### src/addr_mode_pkg.sv
// Package with register indices, field positions and types of the address and mode bank.
package addr_mode_pkg;
    localparam int REG_W = 16;
    localparam int ADDR_W = 4;
    // Register indices on the host port.
    localparam logic [3:0] IDX_FILTER0 = 4'h8;
    localparam logic [3:0] IDX_FILTER1 = 4'h9;
    localparam logic [3:0] IDX_FILTER2 = 4'hA;
    localparam logic [3:0] IDX_FILTER3 = 4'hB;
    localparam logic [3:0] IDX_STATION0 = 4'hC;
    localparam logic [3:0] IDX_STATION1 = 4'hD;
    localparam logic [3:0] IDX_STATION2 = 4'hE;
    localparam logic [3:0] IDX_MODE = 4'hF;
    localparam logic [3:0] IDX_CONTROL = 4'h0;
    // Mode register field positions.
    localparam int MODE_ACCEPT_ALL = 15;
    localparam int MODE_BCAST_REJECT = 14;
    localparam int MODE_OWN_MATCH_OFF = 13;
    localparam int MODE_LINK_MON_OFF = 12;
    localparam int MODE_POLARITY_OFF = 11;
    // Control register field positions.
    localparam int CTL_STOP = 0;
    localparam int CTL_SUSPEND = 1;
    localparam logic [15:0] MODE_RESET = 16'h0000;
    localparam logic [15:0] CTL_RESET = 16'h0001;
    localparam logic [15:0] READ_ZERO = 16'h0000;
    localparam int STATION_BITS = 48;
    localparam logic [5:0] STATION_LAST = 6'h2F;

    typedef struct packed {
        logic [ADDR_W-1:0] addr;
        logic [REG_W-1:0] data;
        logic wr;
        logic rd;
    } host_req_s;

    typedef struct packed {
        logic [REG_W-1:0] addr;
        logic [REG_W-1:0] data;
        logic wr;
    } init_load_s;

    typedef struct packed {
        logic acceptAllFrames;
        logic broadcastReject;
        logic ownAddressMatchOff;
        logic linkPulseMonitorOff;
        logic polarityFixOff;
    } mode_ctl_s;
endpackage : addr_mode_pkg

### src/station_address_mode_regs.sv
// Receive address filter, station address and mode register bank.
// Operation
// RL1 - Keep 64-bit multicast hash filter as four 16-bit words, one slice each.
// RL2 - Filter and station address words hold no reset value until loaded.
// RL3 - Host register access permitted only while stop or suspend is set; the control word stays accessible at all times.
// RL4 - Station address shifts out bit 0 first, bit 47 last.
// RL5 - Mode loads from initialization block and also accepts host writes.
// RL6 - Reset clears every mode register bit.
// RL7 - Mode bit 15 accepts every frame regardless of destination.
// RL8 - Mode bit 14 rejects broadcast frames; reset clears it.
// RL9 - Mode bit 13 disables own address match; external detect may still accept.
// RL10 - Mode bit 12 set stops link pulse monitoring, twisted pair only.
// RL11 - Mode bit 11 set disables polarity correction, twisted pair only.
// RL12 - Host writes while neither stop nor suspend is set are ignored; control word writes still take effect.
// RL13 - Suspend request finishes activity, then reads back as one.
`timescale 1ns/10ps
`default_nettype none
module station_address_mode_regs
    import addr_mode_pkg::*;
#(
    parameter int FILTER_WORDS = 4,
    parameter int STATION_WORDS = 3
)
(
    input wire logic sys_clk,
    input wire logic arst_n,
    input wire host_req_s hostReq,
    output logic [REG_W-1:0] rdData,
    input wire init_load_s initLoad,
    input wire logic activityBusy,
    input wire logic twistedPairSel,
    input wire logic destIsBroadcast,
    input wire logic destIsOwn,
    input wire logic destHashHit,
    input wire logic extAddrAccept,
    input wire logic frameCheck,
    input wire logic addrShiftStart,
    output logic frameAccept,
    output logic addrBit,
    output logic addrBitValid,
    output logic [63:0] multicastHashFilter,
    output logic [STATION_BITS-1:0] stationAddress,
    output logic [4:0] modeCtl,
    output logic linkMonitorOn,
    output logic polarityFixOn,
    output logic stopped,
    output logic suspended
);
    logic [REG_W-1:0] filterWord_ff [FILTER_WORDS];
    logic [REG_W-1:0] stationWord_ff [STATION_WORDS];
    logic [REG_W-1:0] mode_ff;
    logic stop_ff;
    logic suspendReq_ff;
    logic suspended_ff;
    logic [REG_W-1:0] rdData_ff;
    logic accept_ff;
    logic [5:0] shiftIdx_ff;
    logic shifting_ff;
    logic addrBit_ff;
    logic accessOk;
    logic hostWr;
    logic hostRd;
    logic hostCtlWr;
    logic [STATION_BITS-1:0] stationFlat;
    logic [63:0] filterFlat;
    mode_ctl_s modeFields;

    // Writes to the bank need stop or a completed suspend. [RL3]
    assign accessOk = stop_ff | suspended_ff;
    assign hostWr = hostReq.wr & accessOk; // [RL12]
    assign hostRd = hostReq.rd;
    assign hostCtlWr = hostReq.wr && hostReq.addr == IDX_CONTROL;
    assign stationFlat = {stationWord_ff[2], stationWord_ff[1], stationWord_ff[0]};
    assign filterFlat = {filterWord_ff[3], filterWord_ff[2], filterWord_ff[1], filterWord_ff[0]};
    assign modeFields = '{
        acceptAllFrames: mode_ff[MODE_ACCEPT_ALL],
        broadcastReject: mode_ff[MODE_BCAST_REJECT],
        ownAddressMatchOff: mode_ff[MODE_OWN_MATCH_OFF],
        linkPulseMonitorOff: mode_ff[MODE_LINK_MON_OFF],
        polarityFixOff: mode_ff[MODE_POLARITY_OFF]
    };

    // The flat ports have fixed widths, so other word counts cannot fill them.
    if (FILTER_WORDS * REG_W != $bits(multicastHashFilter)
        || STATION_WORDS * REG_W != STATION_BITS)
    begin : g_size_check
        $error("word counts do not match the filter and station port widths");
    end

    // No reset on these words: they are undefined until loaded. [RL2]
    always_ff @(posedge sys_clk)
    begin
        for (int i = 0; i < FILTER_WORDS; i++)
        begin
            if (initLoad.wr && initLoad.addr[ADDR_W-1:0] == IDX_FILTER0 + 4'(i))
            begin
                filterWord_ff[i] <= initLoad.data; // [RL1] [RL2]
            end
            else if (hostWr && hostReq.addr == IDX_FILTER0 + 4'(i))
            begin
                filterWord_ff[i] <= hostReq.data; // [RL1] [RL2]
            end
        end
    end

    // Station words follow the same load rules and have no reset either. [RL2]
    always_ff @(posedge sys_clk)
    begin
        for (int i = 0; i < STATION_WORDS; i++)
        begin
            if (initLoad.wr && initLoad.addr[ADDR_W-1:0] == IDX_STATION0 + 4'(i))
            begin
                stationWord_ff[i] <= initLoad.data; // [RL2]
            end
            else if (hostWr && hostReq.addr == IDX_STATION0 + 4'(i))
            begin
                stationWord_ff[i] <= hostReq.data; // [RL2]
            end
        end
    end

    always_ff @(posedge sys_clk or negedge arst_n)
    begin
        if (!arst_n)
        begin
            mode_ff <= MODE_RESET; // [RL6]
        end
        else if (initLoad.wr && initLoad.addr[ADDR_W-1:0] == IDX_MODE)
        begin
            mode_ff <= initLoad.data; // [RL5]
        end
        else if (hostWr && hostReq.addr == IDX_MODE)
        begin
            mode_ff <= hostReq.data; // [RL5]
        end
    end

    // The control word sits outside the access window, or the bank could never be reopened.
    always_ff @(posedge sys_clk or negedge arst_n)
    begin
        if (!arst_n)
        begin
            stop_ff <= CTL_RESET[CTL_STOP];
        end
        else if (hostCtlWr)
        begin
            stop_ff <= hostReq.data[CTL_STOP];
        end
    end

    // Stop forces suspend away; suspend can only be requested while running.
    always_ff @(posedge sys_clk or negedge arst_n)
    begin
        if (!arst_n)
        begin
            suspendReq_ff <= CTL_RESET[CTL_SUSPEND];
        end
        else if (hostCtlWr)
        begin
            suspendReq_ff <= hostReq.data[CTL_SUSPEND] & ~hostReq.data[CTL_STOP];
        end
    end

    // Suspend reads back as one only once ongoing activity has drained. [RL13]
    always_ff @(posedge sys_clk or negedge arst_n)
    begin
        if (!arst_n)
        begin
            suspended_ff <= 1'b0;
        end
        else
        begin
            suspended_ff <= suspendReq_ff & ~stop_ff & (suspended_ff | ~activityBusy); // [RL13]
        end
    end

    // Reads other than the control word also follow the access window; outside it they return zero. [RL3]
    always_ff @(posedge sys_clk or negedge arst_n)
    begin
        if (!arst_n)
        begin
            rdData_ff <= READ_ZERO;
        end
        else if (hostRd)
        begin
            rdData_ff <= READ_ZERO;
            if (hostReq.addr == IDX_CONTROL)
            begin
                rdData_ff[CTL_STOP] <= stop_ff;
                rdData_ff[CTL_SUSPEND] <= suspended_ff; // [RL13]
            end
            else if (accessOk)
            begin
                unique case (hostReq.addr)
                    IDX_FILTER0: rdData_ff <= filterWord_ff[0];
                    IDX_FILTER1: rdData_ff <= filterWord_ff[1];
                    IDX_FILTER2: rdData_ff <= filterWord_ff[2];
                    IDX_FILTER3: rdData_ff <= filterWord_ff[3];
                    IDX_STATION0: rdData_ff <= stationWord_ff[0];
                    IDX_STATION1: rdData_ff <= stationWord_ff[1];
                    IDX_STATION2: rdData_ff <= stationWord_ff[2];
                    IDX_MODE: rdData_ff <= mode_ff;
                    default: rdData_ff <= READ_ZERO;
                endcase
            end
        end
    end

    // Accept decision for a frame whose destination checks are presented.
    always_ff @(posedge sys_clk or negedge arst_n)
    begin
        if (!arst_n)
        begin
            accept_ff <= 1'b0;
        end
        else if (frameCheck)
        begin
            accept_ff <= modeFields.acceptAllFrames // [RL7]
                | (destIsBroadcast & ~modeFields.broadcastReject) // [RL8]
                | (destIsOwn & ~modeFields.ownAddressMatchOff) // [RL9]
                | destHashHit
                | extAddrAccept; // [RL9]
        end
        else
        begin
            accept_ff <= 1'b0;
        end
    end

    // Serial station address, lowest bit first. [RL4]
    always_ff @(posedge sys_clk or negedge arst_n)
    begin
        if (!arst_n)
        begin
            shiftIdx_ff <= 6'h00;
            shifting_ff <= 1'b0;
            addrBit_ff <= 1'b0;
        end
        else if (addrShiftStart && !shifting_ff)
        begin
            shiftIdx_ff <= 6'h01;
            shifting_ff <= 1'b1;
            addrBit_ff <= stationFlat[0]; // [RL4]
        end
        else if (shifting_ff)
        begin
            if (shiftIdx_ff > STATION_LAST)
            begin
                shifting_ff <= 1'b0;
            end
            else
            begin
                addrBit_ff <= stationFlat[shiftIdx_ff]; // [RL4]
                shiftIdx_ff <= shiftIdx_ff + 6'h01;
            end
        end
    end

    logic [63:0] filterOut_ff;
    logic [STATION_BITS-1:0] stationOut_ff;
    logic [4:0] modeOut_ff;
    logic linkOn_ff;
    logic polOn_ff;
    always_ff @(posedge sys_clk or negedge arst_n)
    begin
        if (!arst_n)
        begin
            filterOut_ff <= '0;
            stationOut_ff <= '0;
            modeOut_ff <= '0;
        end
        else
        begin
            filterOut_ff <= filterFlat;
            stationOut_ff <= stationFlat;
            modeOut_ff <= modeFields;
        end
    end

    // The enables only mean something on the twisted-pair port, so they stay off elsewhere.
    always_ff @(posedge sys_clk or negedge arst_n)
    begin
        if (!arst_n)
        begin
            linkOn_ff <= 1'b0;
            polOn_ff <= 1'b0;
        end
        else
        begin
            linkOn_ff <= twistedPairSel & ~modeFields.linkPulseMonitorOff; // [RL10]
            polOn_ff <= twistedPairSel & ~modeFields.polarityFixOff; // [RL11]
        end
    end

    assign rdData = rdData_ff;
    assign frameAccept = accept_ff;
    assign addrBit = addrBit_ff;
    // The shift flag is high for exactly the cycles in which an address bit stands. [RL4]
    assign addrBitValid = shifting_ff;
    assign multicastHashFilter = filterOut_ff;
    assign stationAddress = stationOut_ff;
    assign modeCtl = modeOut_ff;
    assign linkMonitorOn = linkOn_ff;
    assign polarityFixOn = polOn_ff;
    assign stopped = stop_ff;
    assign suspended = suspended_ff;
endmodule : station_address_mode_regs
`default_nettype wire
### config.mk
export PLATFORM = sky130hd
export DESIGN_NAME = station_address_mode_regs
export DESIGN_NICKNAME = d
export VERILOG_FILES = /design/src/addr_mode_pkg.sv /design/src/station_address_mode_regs.sv
export SDC_FILE = /design/constraint.sdc
export NUM_CORES = 1
export LEC_CHECK = 0
export BUFFER_PORTS_ARGS = -buffer_cell sky130_fd_sc_hd__clkbuf_2
export CAP_MARGIN = 20
export CORE_AREA = 3 3 290 149
export DETAILED_ROUTE_END_ITERATION = 10
export DIE_AREA = 0 0 293 152
export GPL_ROUTABILITY_DRIVEN = 0
export SLEW_MARGIN = 0
export SYNTH_ARGS = -nofsm -noshare
export SYNTH_HDL_FRONTEND = slang
export SYNTH_SLANG_ARGS = --single-unit
### constraint.sdc
create_clock -name sys_clk -period 3.5 [get_ports sys_clk]
set_clock_uncertainty 0.1 [all_clocks]
set_input_delay 0 -clock sys_clk [delete_from_list [all_inputs] [get_ports sys_clk]]
set_output_delay 0 -clock sys_clk [all_outputs]
set_load 0.01 [all_outputs]
# --- After elaboration in Yosys (flattened, before gate mapping) ---
# Memory sizes are Yosys's and may differ from the RTL's.
# Cells that the tools add are included.
op_classes:
  add_sub_neg: 1
  order_cmp: 2
  n_eq_ne: 17
  muxes: 60
  bitwise: 28
  n_reduce_logical: 23
ops:
  columns: ["op", "n"]
  rows:
  - ["$mux 16", 10]
  - ["$pmux 16 s8", 1]
  - ["$eq 4x4->1 const B", 16]
  - ["$mux 1", 43]
  - ["$logic_and 1x1->1", 18]
  - ["$mux 6", 3]
  - ["$mux 14", 1]
  - ["$or 1x1->1", 13]
  - ["$and 1x1->1", 8]
  - ["$lt 6x7->1 const B", 1]
  - ["$not 1->1", 7]
  - ["$add 6x1->6 const B", 1]
  - ["$bmux 1 s6", 1]
  - ["$gt 6x6->1 const B", 1]
  - ["$logic_not 4->1", 1]
  - ["$reduce_bool 2->1", 2]
  - ["$mux 2", 1]
  - ["$ne 2x2->1 const B", 1]
  - ["$reduce_and 2->1", 1]
  - ["$logic_not 1->1", 1]
word_totals:
  ff_bits: 163
  mem_bits_rw: 112
  inputBits: 65
  out_inout_bits: 140
  elab_cells: 147
  memories: 2
mem_list:
  columns: ["name", "words", "width", "read_ports", "rd_clocked_by_memory_dff", "write_ports", "line", "source"]
  rows:
  - ["filterWord_ff", 4, 16, 4, 0, 4, "station_address_mode_regs.sv:49", "logic [REG_W-1:0] filterWord_ff [FILTER_WORDS];"]
  - ["stationWord_ff", 3, 16, 3, 0, 3, "station_address_mode_regs.sv:50", "logic [REG_W-1:0] stationWord_ff [STATION_WORDS];"]

# --- Longest topological paths before layout ---
# Gate-level depths: netlist (run 1).
logic_depth:
  ltp_word: 7
  mapped_depth: 8
  depth_no_buf: 4

# --- Worst setup path after synthesis (run 1) ---
# No wires, ideal clock.
synth_path:
  path_kind: "flip-flop to flip-flop"
  from: "reg stop_ff (netlist: stopped)"
  to: "mem filterWord_ff[0][0] (enable)"
  setup_ns: 0.411
  t_arrival_ns: 2.105
  required_ns: 2.989
  setup_slack_ns: 0.883
  stages_incl_launch_ff: 4
  n_path_buf: 1
  synth_period_minus_slack_ns: 2.617
  cell_sequence: "dfstp_2 o21ai_0 clkbuf_2 o21ai_0"
synth_lines:
  columns: ["element", "line", "source"]
  rows:
  - ["from (decl)", "station_address_mode_regs.sv:52", "logic stop_ff;"]
  - ["from (signal assigned)", "station_address_mode_regs.sv:143", "stop_ff <= CTL_RESET[CTL_STOP];"]
  - ["from (signal assigned)", "station_address_mode_regs.sv:147", "stop_ff <= hostReq.data[CTL_STOP];"]
  - ["to (decl)", "station_address_mode_regs.sv:49", null]

==> results of run 1 <==
registers in the layout, indices dropped and copies added, names as in the netlist, 5 cells and up:
signal               count
filterWord_ff           64
stationWord_ff          48
modeCtl                  5
stationAddress          48
rdData                  16
multicastHashFilter     64
mode_ff                 16
shiftIdx_ff              6
layer usage:
layer,global-route usage,vias up,part of all wire
met5,0,-,0.00037
met4,0.0553,2,0.036
met3,0.0226,77,0.056
met2,0.274,301,0.52
met1,0.189,3876,0.39
li1,-,3250,-
critical path, cell delays in order, from the launching register on:
cell and delay [ps]:
dfrtp_1 430, o21ai_1 710, buf_4 280, nand3b_1 110, buf_4 320, mux2_2 380
timing repair:
action	in CTS	in global routing
hold buffers	61	0
buffers inserted	0	0
endpoints found under the setup margin	0	0
endpoints found under the hold margin	227	0
stage by stage:
stage	cell area (um2)	total power, W
6_report	14300	0.00788
3_3_place_gp	12800	0.00476
5_1_grt	14300	0.00816
2_1_floorplan	11000	0.00439
4_1_cts	14300	0.00792
3_5_place_dp	12800	0.00481
worst max path at each step:
stage	start	end	slack [ps]	depth (start not counted)
finish	suspended	stationWord_ff[2][7]	900	5
global route	suspended	mode_ff[10]	800	6
CTS	suspended	stationWord_ff[2][3]	930	5
detailed placement	suspended	stationWord_ff[2][3]	960	5
global placement	suspended	stationWord_ff[2][8]	1000	5
floorplan	stopped	filterWord_ff[0][0]	880	3
Yosys cell counts, types with 2 or more instances:
master / instances / area [um2]
a211oi_1: 2 / 15.0
a21oi_1: 21 / 105
a22o_1: 14 / 123
a22oi_1: 61 / 458
and3_1: 2 / 12.5
and4b_1: 3 / 30.0
buf_2: 16 / 80.1
buf_4: 5 / 37.5
clkbuf_1: 18 / 67.6
clkbuf_2: 2 / 10.0
dfrtp_1: 162 / 4050
edfxtp_1: 112 / 3360
inv_1: 10 / 37.5
mux2_2: 103 / 1160
mux2_4: 10 / 150
mux2i_1: 33 / 330
mux4_2: 10 / 225
nand2_1: 14 / 52.6
nand2b_1: 4 / 25.0
nand3_1: 4 / 20.0
nand3b_1: 5 / 37.5
nand4_1: 19 / 119
nor2_1: 22 / 82.6
nor2b_1: 8 / 50.1
nor3b_1: 2 / 15.0
nor4bb_1: 2 / 20.0
o21ai_0: 12 / 60.1
or2_2: 2 / 12.5
or3_1: 2 / 12.5
logic make-up after synthesis:
group | count (synthesis) | synth area share
AND/OR/NAND/NOR | 97 | 0.0519
flip-flops | 275 | 0.675
multiplexers | 156 | 0.169
adder cells (fa/ha/maj) | 1 | 0.00113
buffers and inverters | 53 | 0.0240
AO/OA/AOI/OAI | 121 | 0.0785
area by class of cell:
cell class	instances	area, um2
fillers	3854	26200
flip-flops and latches	275	7440
multi-input cells	375	3370
repair buffers	287	1850
clock buffers	36	835
well taps	540	676
clock inverters	14	106
inverters	10	37.5
diodes	1	2.50
power groups by stage:
stage / Combinational (W) / Sequential, W / Clock [W]
detailed placement: 0.00101 / 0.00379 / 0
CTS: 0.00113 / 0.00373 / 0.00305
global placement: 0.000978 / 0.00379 / 0
finish: 0.00114 / 0.00373 / 0.00301
floorplan: 0.000664 / 0.00372 / 0
global route: 0.00123 / 0.00375 / 0.00318
==> results.py, run 1 <==
metrics = {
    "status": {
        "outcome": "complete, but fails checks",
        "violations": "hold timing",
    },
    "placement": {
        "dp.cells": 1426,
        "hpwl_mm": 24.0,
        "port_buffers": 192,
        "pre_cts_ws_ps": 956,
    },
    "routing": {
        "routedWlPerCell_um": 22.7,
        "drc": 0,
        "postRouteAntennaNets": 0,
        "firstDrtPassIters": 5,
        "dr_total_vias": 7506,
        "vias_per_cell": 4.88,
        "routed_wl_mm": 34.9,
        "first_iter_violations": 630,
    },
    "clocking": {
        "cts.path.max_buffers": 3,
        "htree_levels": 1,
        "root_buffer": "clkbuf_16",
        "cts.sinks": 275,
        "cts_resized": 0,
        "tritoncts": "yes",
        "insertion_delay_ps": 540,
        "clk_pin_slew_ps": 70,
        "cts_buffers": 27,
    },
    "grt": {
        "track_usage": 0.154,
        "grt_pass1_wl_mm": 52.2,
        "grt_pass1_vias": 8031,
        "grt_max_degree": 86,
        "grt-ovfl-total": 0,
        "grt_antenna_before_repair": 2,
    },
    "pwr": {
        "ir_drop_uv": 300,
        "p_int_w": 0.00587,
        "pwr-share-seq": 0.474,
        "leakagePower_nw": 5.84,
        "power_frac_clock": 0.381,
        "power_density_mw_per_mm2": 551,
        "pwr-share-comb": 0.145,
        "switching_power_w": 0.00201,
        "switching_share": 0.256,
    },
    "synthesis": {
        "ys_seq_area_frac": 0.675,
        "syn-num-nets": 769,
        "syn-instance-count": 703,
        "synth.distinct_cells": 52,
        "synth-main-ff-cell": "dfrtp_1",
        "synth_area_per_cell_um2": 15.7,
        "ys_ff_latch": 275,
        "synth_edf_count": 112,
        "ys_warn_count": 0,
        "async_flop_share": 0.593,
        "synthesis.area_mm2": 0.0110,
    },
    "layout": {
        "fin_util": 0.353,
        "fin_cells": 1538,
        "nNetsFinal": 1042,
        "drive_gt1_frac": 0.415,
        "final_common_cell": "clkbuf_2",
        "layout_common_cells": "clkbuf_2, dfrtp_1, edfxtp_1",
        "syn_to_final_growth_pct": 29.9,
    },
    "sta": {
        "rsz0062_at_grt": "false",
        "tightest_slew_ps": 1020,
        "period_share": 0.744,
        "maxSlewViolCount": 0,
        "slew-limit-headroom": 0.319,
        "layout_setup_ws_ps": 895,
        "period_needed_ps": 2600,
        "setup_tns_ps": 0,
        "finalSetupViolations": 0,
        "hold_ws_ps": -22.5,
        "max_freq_mhz": 384,
        "hold_viol_final": 6,
    },
    "critical_path": {
        "end_kind": "register",
        "r2r_cells": 5,
        "required_ps": 3690,
        "startpoint_type": "register",
        "rrSetupSlack_ps": 900,
        "cp.arrival_ps": 2790,
        "crit_type": "reg -> reg",
        "r2r_start": "suspended",
        "reg2reg_to": "stationWord_ff[2][7]",
        "path_max_fanout": 16,
    },
    "worst_hold_path": {
        "hp-class": "in -> async",
    },
    "die": {
        "die_area_mm2": 0.0445,
        "num_rows": 52,
        "initial_core_util": 0.272,
        "die_w_um": 293,
        "core-area_mm2": 0.0405,
        "ios": 205,
        "die_h_um": 152,
    },
    "run": {
        "max_cap_violations": 0,
    },
}
Power figures use the tool's default switching activity.
==> run 2, diff against run 1 <==
Clock period 3.5 ns to 2.1 ns, I/O delays scaled along.
==> results.py, run 2 (synthesis gave the netlist of run 1 again) <==
metrics = {
    "placement": {
        "port_buffers": 192,
        "hpwl_mm": 24.9,
    },
    "routing": {
        "top_layer": "met5",
        "wl_met2_mm": 17.7,
        "postRouteAntennaNets": 0,
        "firstDrtPassIters": 7,
        "first_iter_violations": 743,
        "met3_length_mm": 1.94,
        "vias_per_cell": 4.89,
        "routedWlPerCell_um": 22.5,
        "dr_total_vias": 7565,
        "m1WireLength_mm": 13.9,
        "drc": 0,
        "routed_wl_mm": 34.8,
    },
    "critical_path": {
        "critPathBufInv": 2,
        "path_max_fanout": 10,
        "crit_chain": "o21ai_1 -> buf_4 -> nand2b_4 -> nor2b_4 -> buf_4 -> mux2_2",
        "required_ps": 2290,
        "cp.arrival_ps": 2250,
        "critPathMaxStageDelay_ps": 530,
        "startpoint_type": "register",
        "crit_family": "flip-flops",
        "end_kind": "register",
        "crit_type": "reg -> reg",
        "cp_common_cell": "buf_4",
        "critPathSlowestCell": "dfstp_2",
    },
    "sta": {
        "finalSetupViolations": 0,
        "period_share": 0.981,
        "maxSlewViolCount": 0,
        "hold_viol_final": 0,
        "tightest_slew_ps": 633,
        "period_needed_ps": 2060,
        "max_freq_mhz": 486,
        "hold_ws_ps": 23.3,
        "slew-limit-headroom": 0.578,
        "setup_tns_ps": 0,
        "rsz0062_at_grt": "false",
    },
    "die": {
        "die_area_mm2": 0.0445,
        "die_w_um": 293,
        "initial_core_util": 0.272,
        "core-area_mm2": 0.0405,
        "die_h_um": 152,
        "num_rows": 52,
        "ios": 205,
    },
    "clocking": {
        "postCtsSetupBuffers": 0,
        "cts_buffers": 27,
        "cts.path.max_buffers": 3,
        "insertion_delay_ps": 540,
        "clk_pin_slew_ps": 60,
        "root_buffer": "clkbuf_16",
        "htree_levels": 1,
        "cts.sinks": 275,
        "tritoncts": "yes",
    },
    "grt": {
        "grt_pass1_wl_mm": 52.2,
        "grt_pass1_vias": 8107,
        "grt_antenna_before_repair": 1,
        "track_usage": 0.153,
        "grt-ovfl-total": 0,
        "grt_max_degree": 65,
    },
    "pwr": {
        "power_density_mw_per_mm2": 913,
        "leakagePower_nw": 5.96,
        "power_frac_clock": 0.390,
        "pwr-share-comb": 0.144,
        "pwr-share-seq": 0.466,
        "switching_share": 0.250,
        "ir_drop_uv": 587,
        "switching_power_w": 0.00333,
        "p_int_w": 0.00996,
    },
    "layout": {
        "n_antenna_cell": 0,
        "drive_gt1_frac": 0.428,
        "final_common_cell": "clkbuf_2",
        "layout_common_cells": "clkbuf_2, dfrtp_1, edfxtp_1",
        "syn_to_final_growth_pct": 31.9,
        "nNetsFinal": 1052,
    },
    "worst_hold_path": {
        "hp-class": "in -> reg",
    },
    "status": {
        "outcome": "completed",
    },
    "run": {
        "max_cap_violations": 0,
    },
}
## run 2: final timing paths
kind | start | to | slack, ps | cells past startpoint
setup / recovery | stopped | filterWord_ff[1][15] | 40 | 6
hold / removal | hostReq[18] | filterWord_ff[0][1] | 20 | 4
setup reg to reg | stopped | filterWord_ff[1][15] | 40 | 6
hold reg to reg | filterWord_ff[3][9] | multicastHashFilter[57] | 280 | 0
max in group asynchronous | arst_n | shiftIdx_ff[0] | 610 | 4
min in group asynchronous | arst_n | multicastHashFilter[62] | 530 | 3
## run 2: power groups by stage
| stage | Clock, W | Combinational (W) | Sequential, W |
|---|---|---|---|
| 6_report | 0.00518 | 0.00191 | 0.00619 |
| 3_5_place_dp | 0 | 0.00182 | 0.00629 |
| 4_1_cts | 0.00524 | 0.00190 | 0.00619 |
| 2_1_floorplan | 0 | 0.00111 | 0.00620 |
| 5_1_grt | 0.00547 | 0.00206 | 0.00622 |
| 3_3_place_gp | 0 | 0.00176 | 0.00627 |
## run 2: what timing repair did
| item | in CTS | in global routing |
|---|---|---|
| gates resized for setup | 0 | 5 |
| setup endpoints to repair | 0 | 9 |
| hold buffers | 48 | 0 |
| hold endpoints to repair | 319 | 0 |
## run 2: cell type report
type | instances | area [um2]
fillers | 3850 | 26000
flip-flops and latches | 275 | 7440
multi-input cells | 375 | 3380
repair buffers | 297 | 2040
clock buffers | 41 | 832
well taps | 540 | 676
clock inverters | 9 | 131
inverters | 10 | 37.5
## run 2: worst min-delay path, delay by kind of cell
| family | cells | cell delay [ps] |
|---|---|---|
| buffers and inverters | 2 | 270 |
| AND/OR/NAND/NOR | 1 | 150 |
| AO/OA/AOI/OAI | 1 | 70 |
## run 2: per-stage QoR
stage,util,instance area [um2],cells,setup slack (ps),total power [W]
floorplan,-,11000,703,-49.1,0.00732
global placement,0.322,13100,1448,28.1,0.00804
global route,0.359,14500,1547,16.4,0.0138
detailed placement,0.322,13100,1448,67.6,0.00810
CTS,0.358,14500,1546,24.2,0.0133
finish,0.359,14500,1547,40.3,0.0133
## run 2: per-layer routing
metal,vias up,GRT usage
li1,3263,-
met1,3926,0.191
met2,286,0.268
met3,88,0.0248
met4,2,0.0534
met5,-,0
==> run 3, diff against run 2 <==
Settings changed: CORE_AREA 3 3 290 149 to 3 3 255 132, DIE_AREA 0 0 293 152 to 0 0 258 135.
==> results.py, run 3 (synthesis gave the netlist of run 1 again) <==
metrics = {
    "status": {
        "outcome": "completed",
    },
    "critical_path": {
        "critPathMaxStageDelay_ps": 530,
        "crit_chain": "o21ai_1 -> buf_4 -> nand2b_1 -> nor2b_2 -> buf_4 -> mux2_2",
        "rrSetupSlack_ps": 70,
        "reg2reg_to": "filterWord_ff[1][8]",
        "critPathSlowestCell": "dfstp_2",
        "cp.arrival_ps": 2210,
        "cp_common_cell": "buf_4",
        "path_max_fanout": 9,
        "required_ps": 2290,
        "startpoint_type": "register",
        "end_kind": "register",
        "r2r_cells": 6,
        "r2r_start": "stopped",
        "crit_type": "reg -> reg",
    },
    "layout": {
        "fin_util": 0.454,
        "design_area_mm2": 0.0143,
        "n_antenna_cell": 0,
        "final_common_cell": "clkbuf_2",
        "drive_gt1_frac": 0.429,
        "layout_common_cells": "clkbuf_2, dfrtp_1, edfxtp_1",
        "syn_to_final_growth_pct": 29.7,
        "nNetsFinal": 1045,
    },
    "routing": {
        "postRouteAntennaNets": 0,
        "routed_wl_mm": 33.4,
        "firstDrtPassIters": 5,
        "first_iter_violations": 714,
        "vias_per_cell": 5.19,
        "routedWlPerCell_um": 23.4,
        "dr_total_vias": 7435,
        "drc": 0,
    },
    "pwr": {
        "power_frac_clock": 0.383,
        "pwr-share-comb": 0.145,
        "finalPower_w": 0.0130,
        "switching_share": 0.255,
        "p_int_w": 0.00973,
        "ir_drop_uv": 605,
        "pwr-share-seq": 0.472,
        "power_density_mw_per_mm2": 913,
        "leakagePower_nw": 5.90,
        "switching_power_w": 0.00332,
    },
    "worst_hold_path": {
        "whs_path_depth": 4,
        "worstHoldStart": "hostReq[20]",
        "min_to": "filterWord_ff[0][1]",
        "hp-class": "in -> reg",
    },
    "sta": {
        "period_share": 0.966,
        "finalSetupViolations": 0,
        "rsz0062_at_grt": "false",
        "slew-limit-headroom": 0.639,
        "maxSlewViolCount": 0,
        "tightest_slew_ps": 541,
        "hold_viol_final": 0,
        "period_needed_ps": 2030,
        "max_freq_mhz": 493,
    },
    "clocking": {
        "insertion_delay_ps": 550,
        "cts.sinks": 275,
        "htree_levels": 1,
        "postCtsSetupBuffers": 0,
        "cts_buffers": 27,
        "root_buffer": "clkbuf_16",
        "cts.path.max_buffers": 3,
        "tritoncts": "yes",
        "clk_pin_slew_ps": 70,
    },
    "die": {
        "initial_core_util": 0.350,
        "die_w_um": 258,
        "ios": 205,
        "core-area_mm2": 0.0315,
        "die_area_mm2": 0.0348,
        "num_rows": 46,
        "die_h_um": 135,
    },
    "placement": {
        "hpwl_mm": 23.2,
        "port_buffers": 192,
        "postPlaceCellArea_mm2": 0.0129,
    },
    "grt": {
        "grt_pass1_wl_mm": 50.3,
        "grt_antenna_before_repair": 0,
        "grt_max_degree": 53,
        "grt-ovfl-total": 0,
        "track_usage": 0.191,
        "grt_pass1_vias": 7897,
    },
    "run": {
        "max_cap_violations": 0,
    },
}
-- run 3: changes by cell type in the layout (fill, tap and decap cells not counted), moves of 2 or more --
cell,previous run,this run
clkinvlp_4,1,3
clkbuf_8,4,0
dlygate4sd3_1,48,45
buf_4,42,39
clkinv_2,2,8
clkbuf_1,7,4
nor2b_2,1,3
-- run 3: worst max-delay path by stage --
stage / from / endpoint / slack, ps / cells after the start
2_1_floorplan: stopped / filterWord_ff[3][0] / -50 / 3
3_3_place_gp: suspended / stationWord_ff[0][8] / 100 / 6
3_5_place_dp: suspended / stationWord_ff[0][15] / 60 / 6
4_1_cts: suspended / stationWord_ff[0][8] / 30 / 6
5_1_grt: suspended / stationWord_ff[0][8] / 10 / 6
6_report: stopped / filterWord_ff[1][8] / 70 / 6
-- run 3: area by class of cell --
type	instances	area [um2]
Fill cell	2803	17200
Sequential cell	275	7440
Clock inverter	17	174
Multi-Input combinational cell	375	3380
Timing Repair Buffer	290	1980
Inverter	10	37.5
Tap cell	432	541
Clock buffer	33	741
-- run 3: power groups by stage --
stage	clock [W]	combinational [W]	sequential, W
after floorplan	0	0.00111	0.00620
after global placement	0	0.00178	0.00625
after detailed placement	0	0.00182	0.00626
after CTS	0.00506	0.00190	0.00616
after global routing	0.00528	0.00207	0.00619
final	0.00500	0.00189	0.00616
-- run 3: worst max-delay path: cells and delay by family, from the launching register on --
kind,cells,cell delay (ps)
AND/OR/NAND/NOR,2,310
AO/OA/AOI/OAI,1,60
multiplexers,1,360
flip-flops,1,530
buffers and inverters,2,400
-- run 3: stage by stage --
step,std cells,hold slack (ps),TNS [ps],setup slack (ps)
after floorplan,703,-396,-2350,-49.1
after global placement,1337,-110,0,102
after detailed placement,1337,-104,0,63.2
after CTS,1432,11.8,0,34.5
after global routing,1432,33.7,0,11.0
final,1432,17.4,0,70.9
-- run 3: layer usage --
metal	share of wire	track usage	wire length, um	vias to the layer above
li1	-	-	-	3251
met1	0.41	0.254	13600	3786
met2	0.48	0.319	16100	336
met3	0.088	0.0444	2930	62
met4	0.024	0.0503	794	0
met5	0	0	0	-
-- run 3: timing repair --
item | 4_1_cts | 5_1_grt
hold endpoints to repair | 314 | 0
endpoints found under the setup margin | 0 | 21
hold buffers | 45 | 0
gates resized for setup | 0 | 2
